### src/pkg/oc_chan_pkg.sv
// constants for the output compare and pwm channel
package oc_chan_pkg;
    // register byte offsets on the 32-bit bus
    localparam logic [7:0] ADDR_CTRL_ONE = 8'h00;
    localparam logic [7:0] ADDR_CTRL_TWO = 8'h04;
    localparam logic [7:0] ADDR_PRIMARY = 8'h08;
    localparam logic [7:0] ADDR_SECONDARY = 8'h0c;
    localparam logic [7:0] ADDR_TIMER = 8'h10;
    // control one fields
    localparam int MODE_LSB = 0;
    localparam int TRIG_CLEAR_BIT = 3;
    localparam int FAULT_FLAG_BIT = 4;
    localparam int FAULT_EN_BIT = 7;
    // control two fields
    localparam int FAULT_HOLD_BIT = 15;
    localparam int FAULT_LEVEL_BIT = 14;
    localparam int FAULT_DIR_BIT = 13;
    localparam int INVERT_BIT = 12;
    localparam int DELAY_LSB = 9;
    localparam int CASCADE_BIT = 8;
    localparam int TRIG_SEL_BIT = 7;
    localparam int TRIG_STAT_BIT = 6;
    localparam int TRIS_BIT = 5;
    localparam int SRC_LSB = 0;
    // reset values and writable masks
    localparam logic [15:0] CTRL_TWO_RESET = 16'h000c;
    localparam logic [15:0] CTRL_TWO_MASK = 16'hf7ff;
    localparam logic [7:0] CTRL_ONE_MASK = 8'h8f;
    // compare modes
    localparam logic [2:0] MODE_OFF = 3'h0;
    localparam logic [2:0] MODE_SET_HIGH = 3'h1;
    localparam logic [2:0] MODE_SET_LOW = 3'h2;
    localparam logic [2:0] MODE_TOGGLE = 3'h3;
    localparam logic [2:0] MODE_ONE_PULSE = 3'h4;
    localparam logic [2:0] MODE_PULSES = 3'h5;
    localparam logic [2:0] MODE_EDGE_PWM = 3'h6;
    localparam logic [2:0] MODE_CENTER_PWM = 3'h7;
    // source selection codes
    localparam logic [4:0] SRC_NONE = 5'h00;
    localparam logic [4:0] SRC_SELF = 5'h1f;
    // timing: instruction cycle split into quarters of the system clock
    localparam int CLK_PERIOD_NS = 8;
    localparam int INSTR_CYCLE_NS = 32;
    localparam int PHASES = INSTR_CYCLE_NS / CLK_PERIOD_NS;
    localparam logic [1:0] LAST_PHASE = 2'(PHASES - 1);
    // axi responses
    localparam logic [1:0] RESP_OKAY = 2'h0;
    localparam logic [1:0] RESP_DECERR = 2'h3;
    // single-shot sequencing
    typedef enum logic [1:0] {SHOT_ARMED, SHOT_HIGH, SHOT_DONE} shot_t;
endpackage

### src/hw/output_compare_pwm_channel.sv
// output compare channel with pwm, fault, trigger and axi4-lite registers
`timescale 1ns/10ps
//
// Function
// - modes 111 and 110 run center, edge pwm
// - mode 101 starts low, toggles on alternating matches
// - mode 100 starts low, gives one pulse
// - mode 011 toggles output on every primary match
// - mode 010 starts high, match drives low
// - mode 001 starts low, match drives high
// - mode 000 disables all compare activity
// - fault hold select chooses fault exit condition
// - fault drives output to fault level
// - fault direction bit forces pin to output
// - inversion bit inverts the output
// - sub-cycle field delays falling edge by quarters
// - delay moves to rising edge when inverted
// - cascade bit joins channels into 32 bits
// - trigger select picks trigger or synchronize
// - trigger status shows timer running or held
// - tristate bit releases the output pin
// - source field selects timer, channel or self
// - trigger clear mode allows hardware status clear
// - sub-cycle field double buffered in pwm
// - compare values latched at period end in pwm
module output_compare_pwm_channel
    import oc_chan_pkg::*;
(
    input wire logic clk_sys,
    input wire logic reset_n,
    // axi4-lite slave
    input wire logic [7:0] s_axi_awaddr,
    input wire logic s_axi_awvalid,
    output logic s_axi_awready,
    input wire logic [31:0] s_axi_wdata,
    input wire logic [3:0] s_axi_wstrb,
    input wire logic s_axi_wvalid,
    output logic s_axi_wready,
    output logic [1:0] s_axi_bresp,
    output logic s_axi_bvalid,
    input wire logic s_axi_bready,
    input wire logic [7:0] s_axi_araddr,
    input wire logic s_axi_arvalid,
    output logic s_axi_arready,
    output logic [31:0] s_axi_rdata,
    output logic [1:0] s_axi_rresp,
    output logic s_axi_rvalid,
    input wire logic s_axi_rready,
    // one pulse per selectable source, indexed by source code
    input wire logic [31:0] source_pulse,
    // fault input, high while a fault is present
    input wire logic fault_in,
    // the pin, output enable low while driving
    output logic compare_output_pin,
    output logic compare_output_oe_n
);
    import oc_chan_pkg::*;

    ////////////////////////////////////////////////////////////////////
    // registers and state
    logic [7:0] ctrl_one_q; // mode, trigger clear, fault flag, enable
    logic [15:0] ctrl_two_q; // compare_channel_control_two
    logic [31:0] primary_q; // primary_compare_value
    logic [31:0] secondary_q; // secondary_compare_value
    logic [31:0] pri_act_q; // compare values in use
    logic [31:0] sec_act_q;
    logic [1:0] dcb_act_q; // sub-cycle delay in use
    logic [31:0] tmr_q; // channel_timer_count
    logic [1:0] phase_q; // quarter of instruction cycle
    logic [2:0] mode_prev_q; // mode seen last cycle
    logic raw_q; // compare level before delay
    logic pin_raw_q; // level after falling edge delay
    logic fault_act_q; // channel is in fault
    shot_t shot_q; // single-shot progress
    logic aw_got_q, w_got_q;
    logic [7:0] awaddr_q;
    logic [31:0] wdata_q;
    logic [3:0] wstrb_q;

    ////////////////////////////////////////////////////////////////////
    // decoded fields
    wire [2:0] mode_w = ctrl_one_q[MODE_LSB +: 3];
    wire trig_clear_w = ctrl_one_q[TRIG_CLEAR_BIT];
    wire fault_flag_w = ctrl_one_q[FAULT_FLAG_BIT];
    wire fault_en_w = ctrl_one_q[FAULT_EN_BIT];
    wire fault_hold_w = ctrl_two_q[FAULT_HOLD_BIT];
    wire fault_lvl_w = ctrl_two_q[FAULT_LEVEL_BIT];
    wire fault_dir_w = ctrl_two_q[FAULT_DIR_BIT];
    wire invert_w = ctrl_two_q[INVERT_BIT];
    wire [1:0] dcb_w = ctrl_two_q[DELAY_LSB +: 2];
    wire cascade_w = ctrl_two_q[CASCADE_BIT];
    wire trig_sel_w = ctrl_two_q[TRIG_SEL_BIT];
    wire trig_stat_w = ctrl_two_q[TRIG_STAT_BIT];
    wire tris_w = ctrl_two_q[TRIS_BIT];
    wire [4:0] src_w = ctrl_two_q[SRC_LSB +: 5];

    wire pwm_w = (mode_w == MODE_EDGE_PWM) || (mode_w == MODE_CENTER_PWM);
    wire entry_w = mode_w != mode_prev_q;
    // timer advances once per instruction cycle
    wire tick_w = phase_q == LAST_PHASE;

    // one comparison width for both halves of a cascaded pair
    function automatic logic same(input logic [31:0] a, input logic [31:0] b,
                                  input logic wide);
        same = wide ? (a == b) : (a[15:0] == b[15:0]);
    endfunction

    // selected source pulse; self uses own secondary match
    function automatic logic src_hit(input logic [4:0] sel,
                                     input logic [31:0] p, input logic self);
        if (sel == SRC_NONE) begin
            src_hit = 1'b0;
        end else if (sel == SRC_SELF) begin
            src_hit = self;
        end else begin
            src_hit = p[sel];
        end
    endfunction

    // byte lane merge for writes
    function automatic logic [31:0] merge(input logic [31:0] old,
                                          input logic [31:0] nw,
                                          input logic [3:0] be);
        for (int i = 0; i < 4; i++) begin
            merge[i*8 +: 8] = be[i] ? nw[i*8 +: 8] : old[i*8 +: 8];
        end
    endfunction

    wire match_pri_w = same(tmr_q, pri_act_q, cascade_w);
    wire match_sec_w = same(tmr_q, sec_act_q, cascade_w);
    wire hit_w = src_hit(src_w, source_pulse, tick_w && match_sec_w);
    // edge pwm ends its period on the secondary match
    wire period_end_w = (mode_w == MODE_EDGE_PWM) ?
                        (tick_w && match_sec_w) : hit_w;
    // trigger mode holds the timer until the trigger status runs
    wire run_w = !trig_sel_w || trig_stat_w;
    wire sync_w = !trig_sel_w && hit_w;
    wire [31:0] tmr_inc_w = cascade_w ? tmr_q + 32'h1 :
                            {16'h0, tmr_q[15:0] + 16'h1};

    ////////////////////////////////////////////////////////////////////
    // axi write path: address and data taken in either order
    wire aw_hs_w = s_axi_awvalid && s_axi_awready;
    wire w_hs_w = s_axi_wvalid && s_axi_wready;
    wire wr_fire_w = aw_got_q && w_got_q && !s_axi_bvalid;
    wire wr_one_w = wr_fire_w && awaddr_q == ADDR_CTRL_ONE;
    wire wr_two_w = wr_fire_w && awaddr_q == ADDR_CTRL_TWO;
    wire wr_pri_w = wr_fire_w && awaddr_q == ADDR_PRIMARY;
    wire wr_sec_w = wr_fire_w && awaddr_q == ADDR_SECONDARY;
    wire wr_ok_w = wr_one_w || wr_two_w || wr_pri_w || wr_sec_w;
    wire [31:0] wmerge_one_w = merge({24'h0, ctrl_one_q}, wdata_q, wstrb_q);
    wire [31:0] wmerge_two_w = merge({16'h0, ctrl_two_q}, wdata_q, wstrb_q);

    // capture of address and data beats
    always_ff @(posedge clk_sys or negedge reset_n) begin
        if (!reset_n) begin
            aw_got_q <= 1'b0;
            w_got_q <= 1'b0;
            awaddr_q <= 8'h00;
            wdata_q <= 32'h0;
            wstrb_q <= 4'h0;
        end else begin
            if (aw_hs_w) begin
                aw_got_q <= 1'b1;
                awaddr_q <= s_axi_awaddr;
            end else if (wr_fire_w) begin
                aw_got_q <= 1'b0;
            end
            if (w_hs_w) begin
                w_got_q <= 1'b1;
                wdata_q <= s_axi_wdata;
                wstrb_q <= s_axi_wstrb;
            end else if (wr_fire_w) begin
                w_got_q <= 1'b0;
            end
        end
    end

    // ready drops on a beat and returns after the response
    always_ff @(posedge clk_sys or negedge reset_n) begin
        if (!reset_n) begin
            s_axi_awready <= 1'b1;
            s_axi_wready <= 1'b1;
            s_axi_bvalid <= 1'b0;
            s_axi_bresp <= RESP_OKAY;
        end else begin
            if (aw_hs_w) s_axi_awready <= 1'b0;
            if (w_hs_w) s_axi_wready <= 1'b0;
            if (wr_fire_w) begin
                s_axi_bvalid <= 1'b1;
                s_axi_bresp <= wr_ok_w ? RESP_OKAY : RESP_DECERR;
            end else if (s_axi_bvalid && s_axi_bready) begin
                s_axi_bvalid <= 1'b0;
                s_axi_awready <= 1'b1;
                s_axi_wready <= 1'b1;
            end
        end
    end

    ////////////////////////////////////////////////////////////////////
    // axi read path, answer one cycle after the address
    logic [31:0] rd_mux_w;
    logic rd_ok_w;
    always_comb begin
        rd_ok_w = 1'b1;
        if (s_axi_araddr == ADDR_CTRL_ONE) begin
            rd_mux_w = {24'h0, ctrl_one_q};
        end else if (s_axi_araddr == ADDR_CTRL_TWO) begin
            rd_mux_w = {16'h0, ctrl_two_q};
        end else if (s_axi_araddr == ADDR_PRIMARY) begin
            rd_mux_w = primary_q;
        end else if (s_axi_araddr == ADDR_SECONDARY) begin
            rd_mux_w = secondary_q;
        end else if (s_axi_araddr == ADDR_TIMER) begin
            rd_mux_w = tmr_q;
        end else begin
            rd_mux_w = 32'h0;
            rd_ok_w = 1'b0;
        end
    end

    // read channel handshake
    always_ff @(posedge clk_sys or negedge reset_n) begin
        if (!reset_n) begin
            s_axi_arready <= 1'b1;
            s_axi_rvalid <= 1'b0;
            s_axi_rdata <= 32'h0;
            s_axi_rresp <= RESP_OKAY;
        end else if (s_axi_arvalid && s_axi_arready) begin
            s_axi_arready <= 1'b0;
            s_axi_rvalid <= 1'b1;
            s_axi_rdata <= rd_mux_w;
            s_axi_rresp <= rd_ok_w ? RESP_OKAY : RESP_DECERR;
        end else if (s_axi_rvalid && s_axi_rready) begin
            s_axi_rvalid <= 1'b0;
            s_axi_arready <= 1'b1;
        end
    end

    ////////////////////////////////////////////////////////////////////
    // control registers; hardware set wins over software clear
    wire fault_now_w = fault_in && fault_en_w && pwm_w;
    wire trig_set_w = trig_sel_w && hit_w;
    wire trig_hw_clr_w = trig_clear_w && tick_w && match_sec_w;
    always_ff @(posedge clk_sys or negedge reset_n) begin
        if (!reset_n) begin
            ctrl_one_q <= 8'h00;
            ctrl_two_q <= CTRL_TWO_RESET;
            primary_q <= 32'h0;
            secondary_q <= 32'h0;
        end else begin
            if (wr_one_w) begin
                ctrl_one_q <= wmerge_one_w[7:0] & CTRL_ONE_MASK;
                // fault flag is cleared by writing a one
                ctrl_one_q[FAULT_FLAG_BIT] <= fault_flag_w &&
                                              !wmerge_one_w[FAULT_FLAG_BIT];
            end
            if (fault_now_w) ctrl_one_q[FAULT_FLAG_BIT] <= 1'b1;
            if (wr_two_w) ctrl_two_q <= wmerge_two_w[15:0] & CTRL_TWO_MASK;
            if (trig_hw_clr_w) ctrl_two_q[TRIG_STAT_BIT] <= 1'b0;
            if (trig_set_w) ctrl_two_q[TRIG_STAT_BIT] <= 1'b1;
            if (wr_pri_w) primary_q <= merge(primary_q, wdata_q, wstrb_q);
            if (wr_sec_w) secondary_q <= merge(secondary_q, wdata_q, wstrb_q);
        end
    end

    ////////////////////////////////////////////////////////////////////
    // time base: quarter phase and channel timer
    always_ff @(posedge clk_sys or negedge reset_n) begin
        if (!reset_n) begin
            phase_q <= 2'h0;
            tmr_q <= 32'h0;
        end else begin
            phase_q <= tick_w ? 2'h0 : phase_q + 2'h1;
            if (mode_w == MODE_OFF || !run_w) begin
                tmr_q <= 32'h0;
            end else if (tick_w && mode_w == MODE_EDGE_PWM && match_sec_w) begin
                tmr_q <= 32'h0;
            end else if (sync_w) begin
                tmr_q <= 32'h0;
            end else if (tick_w) begin
                tmr_q <= tmr_inc_w;
            end
        end
    end

    // active compare values and delay, buffered to the period in pwm
    always_ff @(posedge clk_sys or negedge reset_n) begin
        if (!reset_n) begin
            pri_act_q <= 32'h0;
            sec_act_q <= 32'h0;
            dcb_act_q <= 2'h0;
        end else if (!pwm_w || entry_w || period_end_w) begin
            pri_act_q <= primary_q;
            sec_act_q <= secondary_q;
            dcb_act_q <= dcb_w;
        end
    end

    ////////////////////////////////////////////////////////////////////
    // compare level per mode
    always_ff @(posedge clk_sys or negedge reset_n) begin
        if (!reset_n) begin
            raw_q <= 1'b0;
            shot_q <= SHOT_ARMED;
            mode_prev_q <= MODE_OFF;
        end else begin
            mode_prev_q <= mode_w;
            if (entry_w) begin
                raw_q <= (mode_w == MODE_SET_LOW);
                shot_q <= SHOT_ARMED;
            end else if (tick_w && run_w) begin
                case (mode_w)
                    MODE_SET_HIGH: if (match_pri_w) raw_q <= 1'b1;
                    MODE_SET_LOW: if (match_pri_w) raw_q <= 1'b0;
                    MODE_TOGGLE: if (match_pri_w) raw_q <= !raw_q;
                    MODE_ONE_PULSE: begin
                        if (shot_q == SHOT_ARMED && match_pri_w) begin
                            raw_q <= 1'b1;
                            shot_q <= SHOT_HIGH;
                        end else if (shot_q == SHOT_HIGH && match_sec_w) begin
                            raw_q <= 1'b0;
                            shot_q <= SHOT_DONE;
                        end
                    end
                    MODE_PULSES: begin
                        if (match_pri_w) raw_q <= 1'b1;
                        else if (match_sec_w) raw_q <= 1'b0;
                    end
                    MODE_EDGE_PWM: begin
                        // high at period start, low on the duty match
                        if (match_sec_w) raw_q <= pri_act_q != 32'h0;
                        else if (match_pri_w) raw_q <= 1'b0;
                    end
                    MODE_CENTER_PWM: begin
                        if (match_pri_w) raw_q <= 1'b1;
                        else if (match_sec_w) raw_q <= 1'b0;
                    end
                    default: raw_q <= 1'b0;
                endcase
            end
        end
    end

    ////////////////////////////////////////////////////////////////////
    // sub-cycle delay: raw falls wait until the selected quarter;
    // inversion happens after, so the delay lands on the pin's rising edge
    wire no_delay_w = mode_w == MODE_SET_HIGH;
    wire fall_ok_w = no_delay_w || phase_q >= dcb_act_q;
    always_ff @(posedge clk_sys or negedge reset_n) begin
        if (!reset_n) begin
            pin_raw_q <= 1'b0;
        end else if (raw_q) begin
            pin_raw_q <= 1'b1;
        end else if (fall_ok_w) begin
            pin_raw_q <= 1'b0;
        end
    end

    ////////////////////////////////////////////////////////////////////
    // fault state: exit needs source gone plus flag clear or new period
    always_ff @(posedge clk_sys or negedge reset_n) begin
        if (!reset_n) begin
            fault_act_q <= 1'b0;
        end else if (fault_now_w) begin
            fault_act_q <= 1'b1;
        end else if (!pwm_w) begin
            fault_act_q <= 1'b0;
        end else if (fault_hold_w ? !fault_flag_w : period_end_w) begin
            fault_act_q <= 1'b0;
        end
    end

    // pin drivers, straight from flip-flops
    always_ff @(posedge clk_sys or negedge reset_n) begin
        if (!reset_n) begin
            compare_output_pin <= 1'b0;
            compare_output_oe_n <= 1'b1;
        end else begin
            compare_output_pin <= fault_act_q ? fault_lvl_w
                                              : pin_raw_q ^ invert_w;
            compare_output_oe_n <= tris_w &&
                                   !(fault_act_q && fault_dir_w);
        end
    end
endmodule

### config.mk
export PLATFORM = sky130hd
export DESIGN_NAME = output_compare_pwm_channel
export DESIGN_NICKNAME = d
export VERILOG_FILES = /design/src/pkg/oc_chan_pkg.sv /design/src/hw/output_compare_pwm_channel.sv
export SDC_FILE = /design/constraint.sdc
export NUM_CORES = 1
export LEC_CHECK = 0
export ABC_AREA = 0
export BUFFER_PORTS_ARGS = -buffer_cell sky130_fd_sc_hd__buf_2
export CAP_MARGIN = 10
export CORE_MARGIN = 1.5
export CORE_UTILIZATION = 44
export CTS_BUF_LIST = sky130_fd_sc_hd__clkbuf_4 sky130_fd_sc_hd__clkbuf_8 sky130_fd_sc_hd__clkbuf_16
export DETAILED_ROUTE_END_ITERATION = 6
export PLACE_DENSITY = 0.73
export SYNTH_ARGS = -nofsm -noshare
export SYNTH_HDL_FRONTEND = slang
export SYNTH_SLANG_ARGS = --single-unit
### constraint.sdc
create_clock -name clk_sys -period 2.95 [get_ports clk_sys]
set_input_delay 0 -clock clk_sys [delete_from_list [all_inputs] [get_ports clk_sys]]
set_output_delay 0 -clock clk_sys [all_outputs]
set_load 0.05 [all_outputs]
==> flow_metrics.tcl <==
set metrics [dict create \
    outcome "finished clean" \
    die_area_sq_mm 0.0312 \
    ir_worst_vdd_v 0.000693 \
    grt_pass1_wl_um 55600 \
    drt_iter0_drc 848 \
    layout.nets 1409 \
    fin_crit_sh_pct 95.9 \
    post_route_cells_drive_above_1_share_pct 35.1 \
    crit_family "simple AND/OR/NAND/NOR gates" \
    timing.rr.start "tmr_q[20]$_DFFE_PN0P_" \
    synth.largest_area_cell "dfrtp_1" \
    finalCriticalPeriod_ns 2.83 \
    syn_area_sq_mm 0.0133 \
    grt-ovfl-total 0 \
    tns_ns 0 \
    syn_inst 1103 \
    yosysSeqAreaShare_pct 52.8 \
    worst_slew_pin_slew_ns 0.921 \
    synth_enable_flop_cells 0 \
    hold_path_class "in -> reg" \
    cts_num_sinks 280 \
    die_h_um 177 \
    io_buffers 132 \
    r2r_end "sec_act_q[11]$_DFFE_PN0P_" \
    via_per_inst 5.60 \
    track_usage_pct 22.6 \
    first_pass_iters 5 \
    path_cells "xor2_1 > nor4_1 > a41oi_1 > nor3_1 > o21ai_2 > o211a_4 > buf_12 > mux2_4" \
    drv_cap 0 \
    grt_start_max_net_pins 101 \
    synthTopCellsByCount "dfrtp_1, mux2_2, nand2_1" \
    start_util_pct 44.8 \
    fin_skew_ns 0.0161 \
    reg2reg_setup_slack_ns 0.12 \
    final_cells 1725 \
    fillers 2476 \
    cp.required_ns 3.39 \
    fmax_mhz 353 \
    whs_endpoint "s_axi_rdata[2]$_DFFE_PN0P_" \
    clkTransAtPathRegs_ns 0.06 \
    clk-insertion-delay-late_ns 0.56 \
    cp_max_fo 36 \
    hp-start "s_axi_araddr[3]" \
    postSynthAreaPerCell_sq_um 12.0 \
    hold_slack_ns 0.0374 \
    routedWlPerCell_um 19.9 \
    drc 0 \
    num_vias 9657 \
    reg2reg_depth 8 \
    antenna_found_initial 0 \
    synthArstFlopShare_pct 100 \
    dp_cells 1617 \
    relSlewSlack_pct 38.4 \
    yosysUniqueCellTypes 60 \
    critical-path-max-stage-delay_ns 0.49 \
    gp_congestion 0.925 \
    path_buf_inv 1 \
    critPathSlowestCell "nor4_1" \
    cts.path.max_buffers 3 \
    mappedNetlistNets 1199 \
    cts_hold_buf 55 \
    cts_made_buffers 29 \
    synthFlopType "dfrtp_1" \
    holdPathStages 4 \
    cts_root_buf "clkbuf_16" \
    cts_setup_buffers 0 \
    ctsResizeCount 0 \
    timing_hold_violations_final 0 \
    num_io_pins 135 \
    grt_pass1_vias 10100 \
    synthToLayoutAreaGrowth_pct 21.4 \
    multi_input_area_sq_mm 0.00576 \
    cts_tree "built" \
    synth_seq_cells 280 \
    synth_top_area_share_pct 51.6 \
    routed_wl_um 34300 \
    drv_slew 0 \
    path_class "reg -> reg" \
    coreArea_sq_mm 0.0296 \
    num_rows 63 \
    ctsHtreeMaxLevel 1 \
    diodes 0 \
    yosysMostFrequentCell "dfrtp_1" \
    final-seq-area_sq_mm 0.00701 \
    drt.antenna.violating_nets 0 \
    finalSetupViolCount 0 \
    rsz0062_at_grt "no" \
    yosys-top-cells-area "dfrtp_1, mux2_2, mux2_4" \
    arrival_ns 3.27 \
    synth-warning-count 0 \
    power.density_mw_per_mm2 612 \
    hpwl_um 24100 \
    p_leak_uw 0.00774 \
    die_w_um 177 \
    final_util_pct 54.4 \
    cp-end-kind "flip-flop" \
    cp-start-kind "flip-flop" \
]
-- cells by family after synthesis --
family,count (synthesis),share of synthesized area (%)
AO/OA/AOI/OAI,152,7.24
flip-flops,280,52.8
buffers and inverters,95,3.81
adder cells (fa/ha/maj),4,0.377
XOR/XNOR,98,6.46
multiplexers,213,19.6
AND/OR/NAND/NOR,261,9.65
-- registers in the layout, indices dropped and copies added (netlist names), 2 cells and up --
register,flops
mode_prev_q,3
wdata_q,32
dcb_act_q,2
ctrl_two_q,15
phase_q,2
tmr_q,32
s_axi_rdata,32
ctrl_one_q,6
awaddr_q,8
wstrb_q,4
primary_q,32
sec_act_q,32
shot_q,2
secondary_q,32
pri_act_q,32
-- power by group --
part | internal [uW] | leakage [uW] | total [uW] | switching, uW
Clock | 2320 | 0.000511 | 3820 | 1510
Sequential | 4290 | 0.00378 | 4730 | 441
Combinational | 634 | 0.00344 | 1300 | 670
Total | 7240 | 0.00774 | 9860 | 2620
-- worst min-delay path, stage by stage --
cell and delay (ns):
buf_2 0.17, a21oi_1 0.14, a21oi_1 0.06, o21ai_0 0.15
-- placed cells by master (no fill, tap or decap), drive strengths merged, types with 19 or more instances in the layout --
cell type    Yosys  routed
dfrtp          274     274
mux2           199     199
buf             40     197
nand2           81      81
o21ai           79      79
dlygate4sd3      0      55
xnor2           49      49
xor2            49      49
nor3            46      46
clkbuf          33      44
nor2            38      38
inv             22      23
nand3           22      22
nor4            20      20
a21oi           19      19
-- through the flow --
step | setup slack, ns | instance area (sq um) | total power (uW)
after floorplan | 0.380 | 13300 | 5460
after global placement | 0.124 | 14600 | 5930
after detailed placement | 0.128 | 14600 | 6000
after CTS | 0.110 | 16100 | 9890
after global routing | 0.0241 | 16100 | 10200
final | 0.120 | 16100 | 9860
-- layout make-up --
class                      count  area share [%]
timing repair buffer         252            10.9
multi-input combinational    728            35.8
clock buffer                  44            5.47
inverter                      22           0.513
sequential                   280            43.5
tap                          390            3.03
clock inverter                 9           0.769
-- layer usage --
metal / track usage (%) / share of wire, % / vias up
met4: 7.94 / 3.4 / 0
met1: 30.8 / 43 / 4880
met3: 3.22 / 5.6 / 90
li1: - / - / 4349
met2: 37.0 / 48 / 338
met5: 0 / 0 / -
-- worst max-delay path by stage --
| stage | startpoint | endpoint | slack (ns) | cells past startpoint |
|---|---|---|---|---|
| after floorplan | ctrl_two_q[2]$_DFFE_PN1P_ | dcb_act_q[0]$_DFFE_PN0P_ | 0.38 | 10 |
| after global placement | tmr_q[20]$_DFFE_PN0P_ | sec_act_q[19]$_DFFE_PN0P_ | 0.12 | 8 |
| after detailed placement | tmr_q[20]$_DFFE_PN0P_ | pri_act_q[28]$_DFFE_PN0P_ | 0.13 | 8 |
| after CTS | tmr_q[20]$_DFFE_PN0P_ | pri_act_q[28]$_DFFE_PN0P_ | 0.11 | 8 |
| after global routing | tmr_q[20]$_DFFE_PN0P_ | sec_act_q[23]$_DFFE_PN0P_ | 0.02 | 8 |
| final | tmr_q[20]$_DFFE_PN0P_ | sec_act_q[11]$_DFFE_PN0P_ | 0.12 | 8 |
(Power assumes the default switching activity.)
